## config.mk

```make
export PLATFORM = sky130hd
export DESIGN_NAME = pds_stage
export DESIGN_NICKNAME = d
export VERILOG_FILES = /design/src/hw/pds_stage.v /design/src/hw/pds_deadband.v
export VERILOG_INCLUDE_DIRS = /design/src /design/src/include
export SDC_FILE = /design/constraint.sdc
export NUM_CORES = 1
export LEC_CHECK = 0
export CELL_PAD_IN_SITES_DETAIL_PLACEMENT = 0
export CELL_PAD_IN_SITES_GLOBAL_PLACEMENT = 1
export CORE_MARGIN = 2
export CORE_UTILIZATION = 40
export DETAILED_ROUTE_END_ITERATION = 10
export DONT_BUFFER_PORTS = 1
export PLACE_DENSITY_LB_ADDON = 0.1
export SYNTH_ARGS = -nofsm -noshare
export SYNTH_HDL_FRONTEND = slang
export SYNTH_SLANG_ARGS = --single-unit
```

## constraint.sdc

```tcl
create_clock -name clk_i -period 1.69 [get_ports clk_i]
set_input_delay 0.169 -clock clk_i [delete_from_list [all_inputs] [get_ports clk_i]]
set_output_delay 0.169 -clock clk_i [all_outputs]
set_load 0.03 [all_outputs]
```

## src/include/pds_defines.vh

```
// constants for the pwm dead-band and steering stage
//==================================================
// Contract
// - half-bridge delays only inactive-to-active output edges by dead-band time
// - dead-band length is seven-bit count in low bits of delay register
// - each count unit adds one instruction cycle before output goes active
// - auto-restart set: shutdown status clears by itself when condition ends
// - steering works only with mode upper bits 11 and output config 00
// - steering enable bits 0..3 route pwm to pins a..d, else port control
// - all steered pins carry the same modulated waveform at once
// - low two mode bits set polarity of all steered outputs
// - shutdown forces only steered pins into shutdown state; in half-bridge mode pins a and b are forced too
// - sync bit 0: new steering applies right after the register write
// - sync bit 1: new steering applies at next pwm period start
// - pwm reaches a pin only when its direction bit is 0
// - steering register bits 7..5 always read zero
// - sleep freezes pin, steering, shutdown and dead-band state; pins hold and resume afterwards
// - primary idle keeps primary clock; other managed modes use their clock
// - clock failure with monitor on selects internal osc and sets fail flag
// - after shutdown ends, modulation resumes at next period start
`ifndef PDS_DEFINES_VH
`define PDS_DEFINES_VH
//==================================================
// register map
`define PDS_ADDR_W 2
`define PDS_ADDR_DELAY 2'h0
`define PDS_ADDR_STEER 2'h1
`define PDS_ADDR_STAT 2'h2
`define PDS_DELAY_RST 8'h00
`define PDS_STEER_RST 5'h01
//==================================================
// field positions
`define PDS_RESTART_BIT 7
`define PDS_SYNC_BIT 4
`define PDS_STAT_ASE_BIT 7
`define PDS_STAT_OSCF_BIT 0
`define PDS_STAT_IRUN_BIT 1
//==================================================
// mode encodings
`define PDS_MODE_PWM 2'h3
`define PDS_CFG_SINGLE 2'h0
`define PDS_CFG_HALF 2'h2
`define PDS_CLK_PRIMARY 2'h0
`define PDS_CLK_MANAGED 2'h1
`define PDS_CLK_INTERNAL 2'h2
`endif

```

## src/hw/pds_stage.v

```verilog
// pwm output stage: dead-band, shutdown restart and pulse steering
`timescale 1ns/1ns
`include "pds_defines.vh"
module pds_stage (
  input wire clk_i,
  input wire rst_n_i,
  input wire [`PDS_ADDR_W-1:0] addr_i,
  input wire [7:0] wdata_i,
  input wire wr_i,
  input wire rd_i,
  output wire [7:0] rdata_o,
  input wire pwm_raw_i,
  input wire period_start_i,
  input wire [3:0] unit_mode_select_i,
  input wire [1:0] output_config_select_i,
  input wire [1:0] shut_state_ac_i,
  input wire [1:0] shut_state_bd_i,
  input wire shutdown_cond_i,
  input wire [3:0] pin_direction_bit_i,
  input wire [3:0] port_data_i,
  input wire sleep_i,
  input wire primary_idle_mode_i,
  input wire managed_mode_i,
  input wire fail_monitor_en_i,
  input wire clk_fail_i,
  output wire [3:0] pin_o,
  output wire [3:0] pin_oe_o,
  output wire [1:0] period_clk_sel_o,
  output wire internal_osc_run_mode_o,
  output wire osc_fail_flag_o,
  output wire shutdown_event_status_o
);

  //==================================================
  // shutdown state decode
  // returns {drive, level} for a shutdown state field
  function [1:0] pds_shut_decode;
    input [1:0] field;
    begin
      pds_shut_decode = {~field[1], field[0] & ~field[1]};
    end
  endfunction

  // strobe qualified by one register index
  function pds_hit;
    input strobe;
    input [`PDS_ADDR_W-1:0] addr;
    input [`PDS_ADDR_W-1:0] index;
    begin
      pds_hit = strobe && (addr == index);
    end
  endfunction

  //==================================================
  // synchronisers for pin inputs
  reg [1:0] shut_sync_reg;
  reg [1:0] fail_sync_reg;
  wire shut_cond;
  wire clk_fail;

  always @(posedge clk_i or negedge rst_n_i) begin
    if (!rst_n_i) begin
      shut_sync_reg <= 2'h0;
      fail_sync_reg <= 2'h0;
    end else begin
      shut_sync_reg <= {shut_sync_reg[0], shutdown_cond_i};
      fail_sync_reg <= {fail_sync_reg[0], clk_fail_i};
    end
  end

  assign shut_cond = shut_sync_reg[1];
  assign clk_fail = fail_sync_reg[1];

  //==================================================
  // freeze in sleep
  wire hold;
  assign hold = sleep_i;

  //==================================================
  // registers
  reg [7:0] delay_reg;
  reg [4:0] steer_reg;
  reg [3:0] steer_eff_reg;
  reg [3:0] steer_eff_next;
  reg ase_reg;
  reg ase_next;
  reg run_reg;
  reg run_next;
  reg oscf_reg;
  reg oscf_next;
  reg irun_reg;
  reg irun_next;
  reg [7:0] rdata_reg;
  reg [7:0] rdata_next;

  wire wr_delay;
  wire wr_steer;
  wire wr_stat;
  wire [6:0] dead_count;
  wire auto_restart;
  wire steer_sync;

  assign wr_delay = pds_hit(wr_i, addr_i, `PDS_ADDR_DELAY);
  assign wr_steer = pds_hit(wr_i, addr_i, `PDS_ADDR_STEER);
  assign wr_stat = pds_hit(wr_i, addr_i, `PDS_ADDR_STAT);
  assign dead_count = delay_reg[6:0];
  assign auto_restart = delay_reg[`PDS_RESTART_BIT];
  assign steer_sync = steer_reg[`PDS_SYNC_BIT];

  //==================================================
  // mode decode
  wire pwm_mode;
  wire steer_mode;
  wire half_mode;
  wire pol_ac;
  wire pol_bd;

  assign pwm_mode = (unit_mode_select_i[3:2] == `PDS_MODE_PWM);
  assign steer_mode = pwm_mode &&
    (output_config_select_i == `PDS_CFG_SINGLE);
  assign half_mode = pwm_mode &&
    (output_config_select_i == `PDS_CFG_HALF);
  // one means active low
  assign pol_ac = unit_mode_select_i[1];
  assign pol_bd = unit_mode_select_i[0];

  //==================================================
  // shutdown status and restart
  always @* begin
    ase_next = ase_reg;
    run_next = run_reg;
    if (wr_stat && !shut_cond) begin
      // writes are ignored while the condition persists
      ase_next = wdata_i[`PDS_STAT_ASE_BIT];
    end
    if (ase_reg && !shut_cond && auto_restart) begin
      ase_next = 1'b0;
    end
    if (shut_cond) begin
      ase_next = 1'b1;
    end
    if (ase_reg || ase_next) begin
      run_next = 1'b0;
    end else if (period_start_i) begin
      run_next = 1'b1;
    end
  end

  //==================================================
  // steering update
  always @* begin
    steer_eff_next = steer_eff_reg;
    if (!steer_sync) begin
      steer_eff_next = steer_reg[3:0];
    end else if (period_start_i) begin
      steer_eff_next = steer_reg[3:0];
    end
  end

  //==================================================
  // clock source selection and fail-safe
  always @* begin
    oscf_next = oscf_reg;
    irun_next = irun_reg;
    if (wr_stat && !wdata_i[`PDS_STAT_OSCF_BIT]) begin
      oscf_next = 1'b0;
    end
    if (fail_monitor_en_i && clk_fail) begin
      oscf_next = 1'b1;
      irun_next = 1'b1;
    end else if (!clk_fail) begin
      irun_next = 1'b0;
    end
  end

  reg [1:0] clk_sel_reg;
  reg [1:0] clk_sel_next;

  always @* begin
    if (irun_reg) begin
      clk_sel_next = `PDS_CLK_INTERNAL;
    end else if (managed_mode_i && !primary_idle_mode_i) begin
      clk_sel_next = `PDS_CLK_MANAGED;
    end else begin
      clk_sel_next = `PDS_CLK_PRIMARY;
    end
  end

  //==================================================
  // read mux
  always @* begin
    rdata_next = 8'h00;
    case (addr_i)
      `PDS_ADDR_DELAY: begin
        rdata_next = delay_reg;
      end
      `PDS_ADDR_STEER: begin
        rdata_next = {3'h0, steer_reg};
      end
      `PDS_ADDR_STAT: begin
        rdata_next[`PDS_STAT_ASE_BIT] = ase_reg;
        rdata_next[`PDS_STAT_OSCF_BIT] = oscf_reg;
        rdata_next[`PDS_STAT_IRUN_BIT] = irun_reg;
      end
      default: begin
        rdata_next = 8'h00;
      end
    endcase
  end

  //==================================================
  // state flops
  always @(posedge clk_i or negedge rst_n_i) begin
    if (!rst_n_i) begin
      delay_reg <= `PDS_DELAY_RST;
      steer_reg <= `PDS_STEER_RST;
      steer_eff_reg <= 4'h0;
      ase_reg <= 1'b0;
      run_reg <= 1'b0;
      oscf_reg <= 1'b0;
      irun_reg <= 1'b0;
      clk_sel_reg <= `PDS_CLK_PRIMARY;
      rdata_reg <= 8'h00;
    end else begin
      // fail-safe and clock choice keep working in sleep
      oscf_reg <= oscf_next;
      irun_reg <= irun_next;
      clk_sel_reg <= clk_sel_next;
      if (rd_i) begin
        rdata_reg <= rdata_next;
      end
      if (wr_delay) begin
        delay_reg <= wdata_i;
      end
      if (wr_steer) begin
        steer_reg <= wdata_i[4:0];
      end
      if (!hold) begin
        steer_eff_reg <= steer_eff_next;
        ase_reg <= ase_next;
        run_reg <= run_next;
      end
    end
  end

  //==================================================
  // dead-band paths
  wire req_a;
  wire req_b;
  wire mod_a;
  wire mod_b;
  wire [6:0] eff_count;

  assign req_a = run_reg && pwm_raw_i;
  assign req_b = run_reg && !pwm_raw_i && half_mode;
  // single-output mode passes with no dead time
  assign eff_count = half_mode ? dead_count : 7'h00;

  pds_deadband u_dead_a (
    .clk_i(clk_i),
    .rst_n_i(rst_n_i),
    .hold_i(hold),
    .req_i(req_a),
    .count_i(eff_count),
    .out_o(mod_a)
  );

  pds_deadband u_dead_b (
    .clk_i(clk_i),
    .rst_n_i(rst_n_i),
    .hold_i(hold),
    .req_i(req_b),
    .count_i(eff_count),
    .out_o(mod_b)
  );

  //==================================================
  // pin drivers
  wire [3:0] pwm_on;
  wire [3:0] mod_pin;
  wire [3:0] pol_pin;
  wire [1:0] shut_ac;
  wire [1:0] shut_bd;

  assign shut_ac = pds_shut_decode(shut_state_ac_i);
  assign shut_bd = pds_shut_decode(shut_state_bd_i);
  assign pol_pin = {pol_bd, pol_ac, pol_bd, pol_ac};
  // half-bridge: second pin is the complement; steering: one waveform
  assign mod_pin = half_mode ? {mod_a, mod_a, mod_b, mod_a} :
    {mod_a, mod_a, mod_a, mod_a};
  assign pwm_on = steer_mode ? steer_eff_reg :
    (half_mode ? 4'h3 : 4'h0);

  reg [3:0] pin_reg;
  reg [3:0] pin_oe_reg;
  wire [3:0] pin_next_all;
  wire [3:0] oe_next_all;

  genvar gi;
  generate
    for (gi = 0; gi < 4; gi = gi + 1) begin : g_pin
      wire [1:0] shut_sel;
      reg pin_next;
      reg oe_next;
      assign shut_sel = (gi == 0 || gi == 2) ? shut_ac : shut_bd;
      assign pin_next_all[gi] = pin_next;
      assign oe_next_all[gi] = oe_next;
      always @* begin
        pin_next = port_data_i[gi];
        oe_next = !pin_direction_bit_i[gi];
        if (pwm_on[gi]) begin
          if (ase_reg) begin
            pin_next = shut_sel[0];
            oe_next = !pin_direction_bit_i[gi] && shut_sel[1];
          end else begin
            pin_next = mod_pin[gi] ^ pol_pin[gi];
          end
        end
      end
    end
  endgenerate

  // one process owns all pin flops
  always @(posedge clk_i or negedge rst_n_i) begin
    if (!rst_n_i) begin
      pin_reg <= 4'h0;
      pin_oe_reg <= 4'h0;
    end else if (!hold) begin
      pin_reg <= pin_next_all;
      pin_oe_reg <= oe_next_all;
    end
  end

  //==================================================
  // outputs
  assign pin_o = pin_reg;
  assign pin_oe_o = pin_oe_reg;
  assign rdata_o = rdata_reg;
  assign period_clk_sel_o = clk_sel_reg;
  assign internal_osc_run_mode_o = irun_reg;
  assign osc_fail_flag_o = oscf_reg;
  assign shutdown_event_status_o = ase_reg;

endmodule // pds_stage

```

## src/hw/pds_deadband.v

```verilog
// dead-band delay on the inactive-to-active edge of one output
`timescale 1ns/1ns
module pds_deadband (
  input wire clk_i,
  input wire rst_n_i,
  input wire hold_i,
  input wire req_i,
  input wire [6:0] count_i,
  output wire out_o
);
  reg [6:0] cnt_reg;
  reg [6:0] cnt_next;
  reg out_reg;
  reg out_next;
  reg req_reg;

  always @* begin
    cnt_next = cnt_reg;
    out_next = out_reg;
    if (!req_i) begin
      out_next = 1'b0;
      cnt_next = 7'h00;
    end else if (!req_reg) begin
      cnt_next = count_i;
      out_next = (count_i == 7'h00);
    end else if (!out_reg) begin
      if (cnt_reg <= 7'h01) begin
        out_next = 1'b1;
      end
      cnt_next = cnt_reg - 7'h01;
    end
  end

  always @(posedge clk_i or negedge rst_n_i) begin
    if (!rst_n_i) begin
      cnt_reg <= 7'h00;
      out_reg <= 1'b0;
      req_reg <= 1'b0;
    end else if (!hold_i) begin
      cnt_reg <= cnt_next;
      out_reg <= out_next;
      req_reg <= req_i;
    end
  end

  assign out_o = out_reg;
endmodule // pds_deadband

```

==> impl_metrics.csv <==
group,metric,value,unit
status,status,"finished, final reports clean",
setup_path,endpoint_kind,"flop",
clocking,cts-root-buf,"clkbuf_8",
grt,antenna_found_initial,0,
clocking,cts.sinks,61,
placement,dp_hpwl,5.19,mm
drt,ant_nets,0,
placement,dpl_cell_area,3200,um^2
grt,gr-total-overflow,0,
die,chipWidth,91.8,um
sta,fmax,0.632,GHz
flow_run,cap_viol_max_count,0,
final_layout,final_cell_mix,"dfrtp_1 (60), mux2_2 (24), nand2_1 (20), nor2_1 (19)",
sta,relSlewSlack,0.505,
die,pin_count,61,
grt,grt_max_degree,62,
sta,setup_viol,0,
yosys,async_reset_ff_frac,1.00,
placement,gp_congestion,0.856,
clocking,ctsLongestPathBuffers,2,
setup_path,crit_required,1.92,ns
grt,met3_usage,0.0477,
die,initial_core_util,0.418,
final_layout,drive_gt1_frac,0.191,
setup_path,cp_max_fo,4,
yosys,synth_top_area_cell,"dfrtp_1",
die,core_area,7370,um^2
clocking,insertion_delay,0.35,ns
placement,portBuffers,0,
die,die_y,91.8,um
clocking,htree_levels,3,
drt,num_vias,2311,
yosys,ys_seq_area_frac,0.496,
die,die_area,8420,um^2
setup_path,startpoint_type,"flop",
clocking,path_clk_slew,0.08,ns
yosys,syn_avg_cell_area,10.7,um^2
final_layout,diodes,0,
final_layout,syn_to_final_growth,17.5,%
drt,vias_per_cell,5.52,
final_layout,fillers,708,
drt,drtIter0Drc,96,
sta,fin_setup_tns,0,ns
grt,grt_pass1_wl,12.7,mm
grt,grt_pass1_vias,2458,
clocking,cts_inserted_buffers,9,
sta,period_needed,1.58,ns
power_and_ir_drop,p_leak,1.55,nW
sta,hold_violations,0,
yosys,synthFlopType,"dfrtp_1",
yosys,yosys_warnings,0,
setup_path,arrival,1.81,ns
grt,gr-max-usage-layer,"met2",
final_layout,nets,359,
grt,use_met1,0.260,
grt,grtUsageMet2,0.313,
drt,wirelength,7.57,mm
final_layout,layout_commonest_cell,"dfrtp_1",
power_and_ir_drop,peakVddDrop,0.000588,V
drt,drc,0,
yosys,synth_seq_cells,61,
die,row_count,31,
sta,timing.final.crit_share,0.936,
yosys,synth.distinct_cells,57,
yosys,netlist_area,3080,um^2
yosys,synth_area_leaders,"dfrtp_1 (49%), mux2_2 (8.8%), mux2i_1 (2.9%), o21ai_0 (2.9%), a21oi_1 (2.4%)",
worst_hold_path,hold_path.class,"in2reg",
sta,rsz0062_at_grt,"false",
yosys,synth_top_area_share,0.487,
yosys,synth_edf_count,0,
sta,fin_skew,0.00993,ns
drt,wl_per_cell,18.1,um
sta,slew_viol_final,0,
drt,drtPass1Iterations,4,
clocking,cts_tree,"done",
power_and_ir_drop,power_density,1040,nW/um^2
grt,grt_usage,0.194,
yosys,netlist_instances,289,
sta,worst_slew_pin_slew,0.740,ns
final_layout,final_cell_area,3620,um^2
yosys,syn-num-nets,333,
setup_path,critical_path_class,"reg2reg",
critical path, cell delays in order, from the launching register on:
cell and delay [ns]:
dfrtp_1 0.41, or4_4 0.56, nor2_2 0.09, o21ai_1 0.06, a221o_1 0.35
logic make-up after synthesis:
| logic type | Yosys count | share of synthesized area |
|---|---|---|
| compound gates | 79 | 0.173 |
| xor+xnor | 3 | 0.00853 |
| fa+ha+maj | 4 | 0.0162 |
| buf+inv | 29 | 0.0426 |
| flops | 61 | 0.496 |
| mux | 33 | 0.117 |
| simple gates | 80 | 0.146 |
repair_timing:
action / in CTS / in global routing
hold endpoints to repair: 102 / 0
buffers inserted: 0 / 0
resized for setup: 0 / 1
setup endpoints to repair: 0 / 1
hold buffers: 19 / 0
stage by stage:
stage                     worst slack [ns]  cells  hold WS [ns]   util  power [W]
after floorplan                      0.169    289        -0.127      -    0.00221
after global placement               0.129    384        -0.124  0.434    0.00233
after detailed placement             0.117    384        -0.125  0.434    0.00234
after CTS                           0.0919    419       0.00549  0.490    0.00380
after global routing                0.0406    419       0.00795  0.491    0.00397
final                                0.108    419        0.0154  0.491    0.00377
routing by layer:
| layer | routed length, um | part of all wire |
|---|---|---|
| met5 | 0 | 0 |
| met3 | 283 | 0.037 |
| met2 | 3650 | 0.48 |
| met1 | 3520 | 0.47 |
| met4 | 112 | 0.015 |
power breakdown:
group	switching (W)	internal, W	total [W]
logic	0.000236	0.000269	0.000505
registers	0.000260	0.00162	0.00188
clock network	0.000652	0.000732	0.00138
synth_stat cells, types with 3 or more instances:
cell type and instances:
a21o_1 6, a21oi_1 15, a311oi_1 5, a31oi_1 3
a32oi_1 3, buf_2 3, clkbuf_1 7, dfrtp_1 60
ha_1 4, inv_1 16, mux2_2 24, mux2i_1 9
nand2_1 20, nand2b_1 3, nand3_1 5, nand3b_1 3
nor2_1 19, nor3_1 4, nor3b_1 6, o21ai_0 18
o22ai_1 9
layout make-up:
type	count	area [um^2]	area share
flip-flops and latches	61	1530	0.422
multi-input cells	199	1430	0.394
repair buffers	28	275	0.0760
clock buffers	10	138	0.0380
well taps	99	124	0.0342
clock inverters	6	68.8	0.0190
inverters	16	60.1	0.0166
final timing paths:
check | startpoint | endpoint | slack, ns | cells after the start
max | u_dead_a.cnt_reg[1]$_DFFE_PN0P_ | u_dead_a.cnt_reg[5]$_DFFE_PN0P_ | 0.11 | 4
min | pin_direction_bit_i[3] | pin_oe_o[3]$_DFFE_PN0N_ | 0.02 | 2
max reg2reg | u_dead_a.cnt_reg[1]$_DFFE_PN0P_ | u_dead_a.cnt_reg[5]$_DFFE_PN0P_ | 0.11 | 4
min reg2reg | shut_sync_reg[0]$_DFF_PN0_ | shut_sync_reg[1]$_DFF_PN0_ | 0.36 | 0
max in group asynchronous | rst_n_i | steer_reg[0]$_DFFE_PN1P_ | 0.99 | 2
min in group asynchronous | rst_n_i | u_dead_a.cnt_reg[4]$_DFFE_PN0P_ | 0.38 | 2
Power figures use the tool's default switching activity.
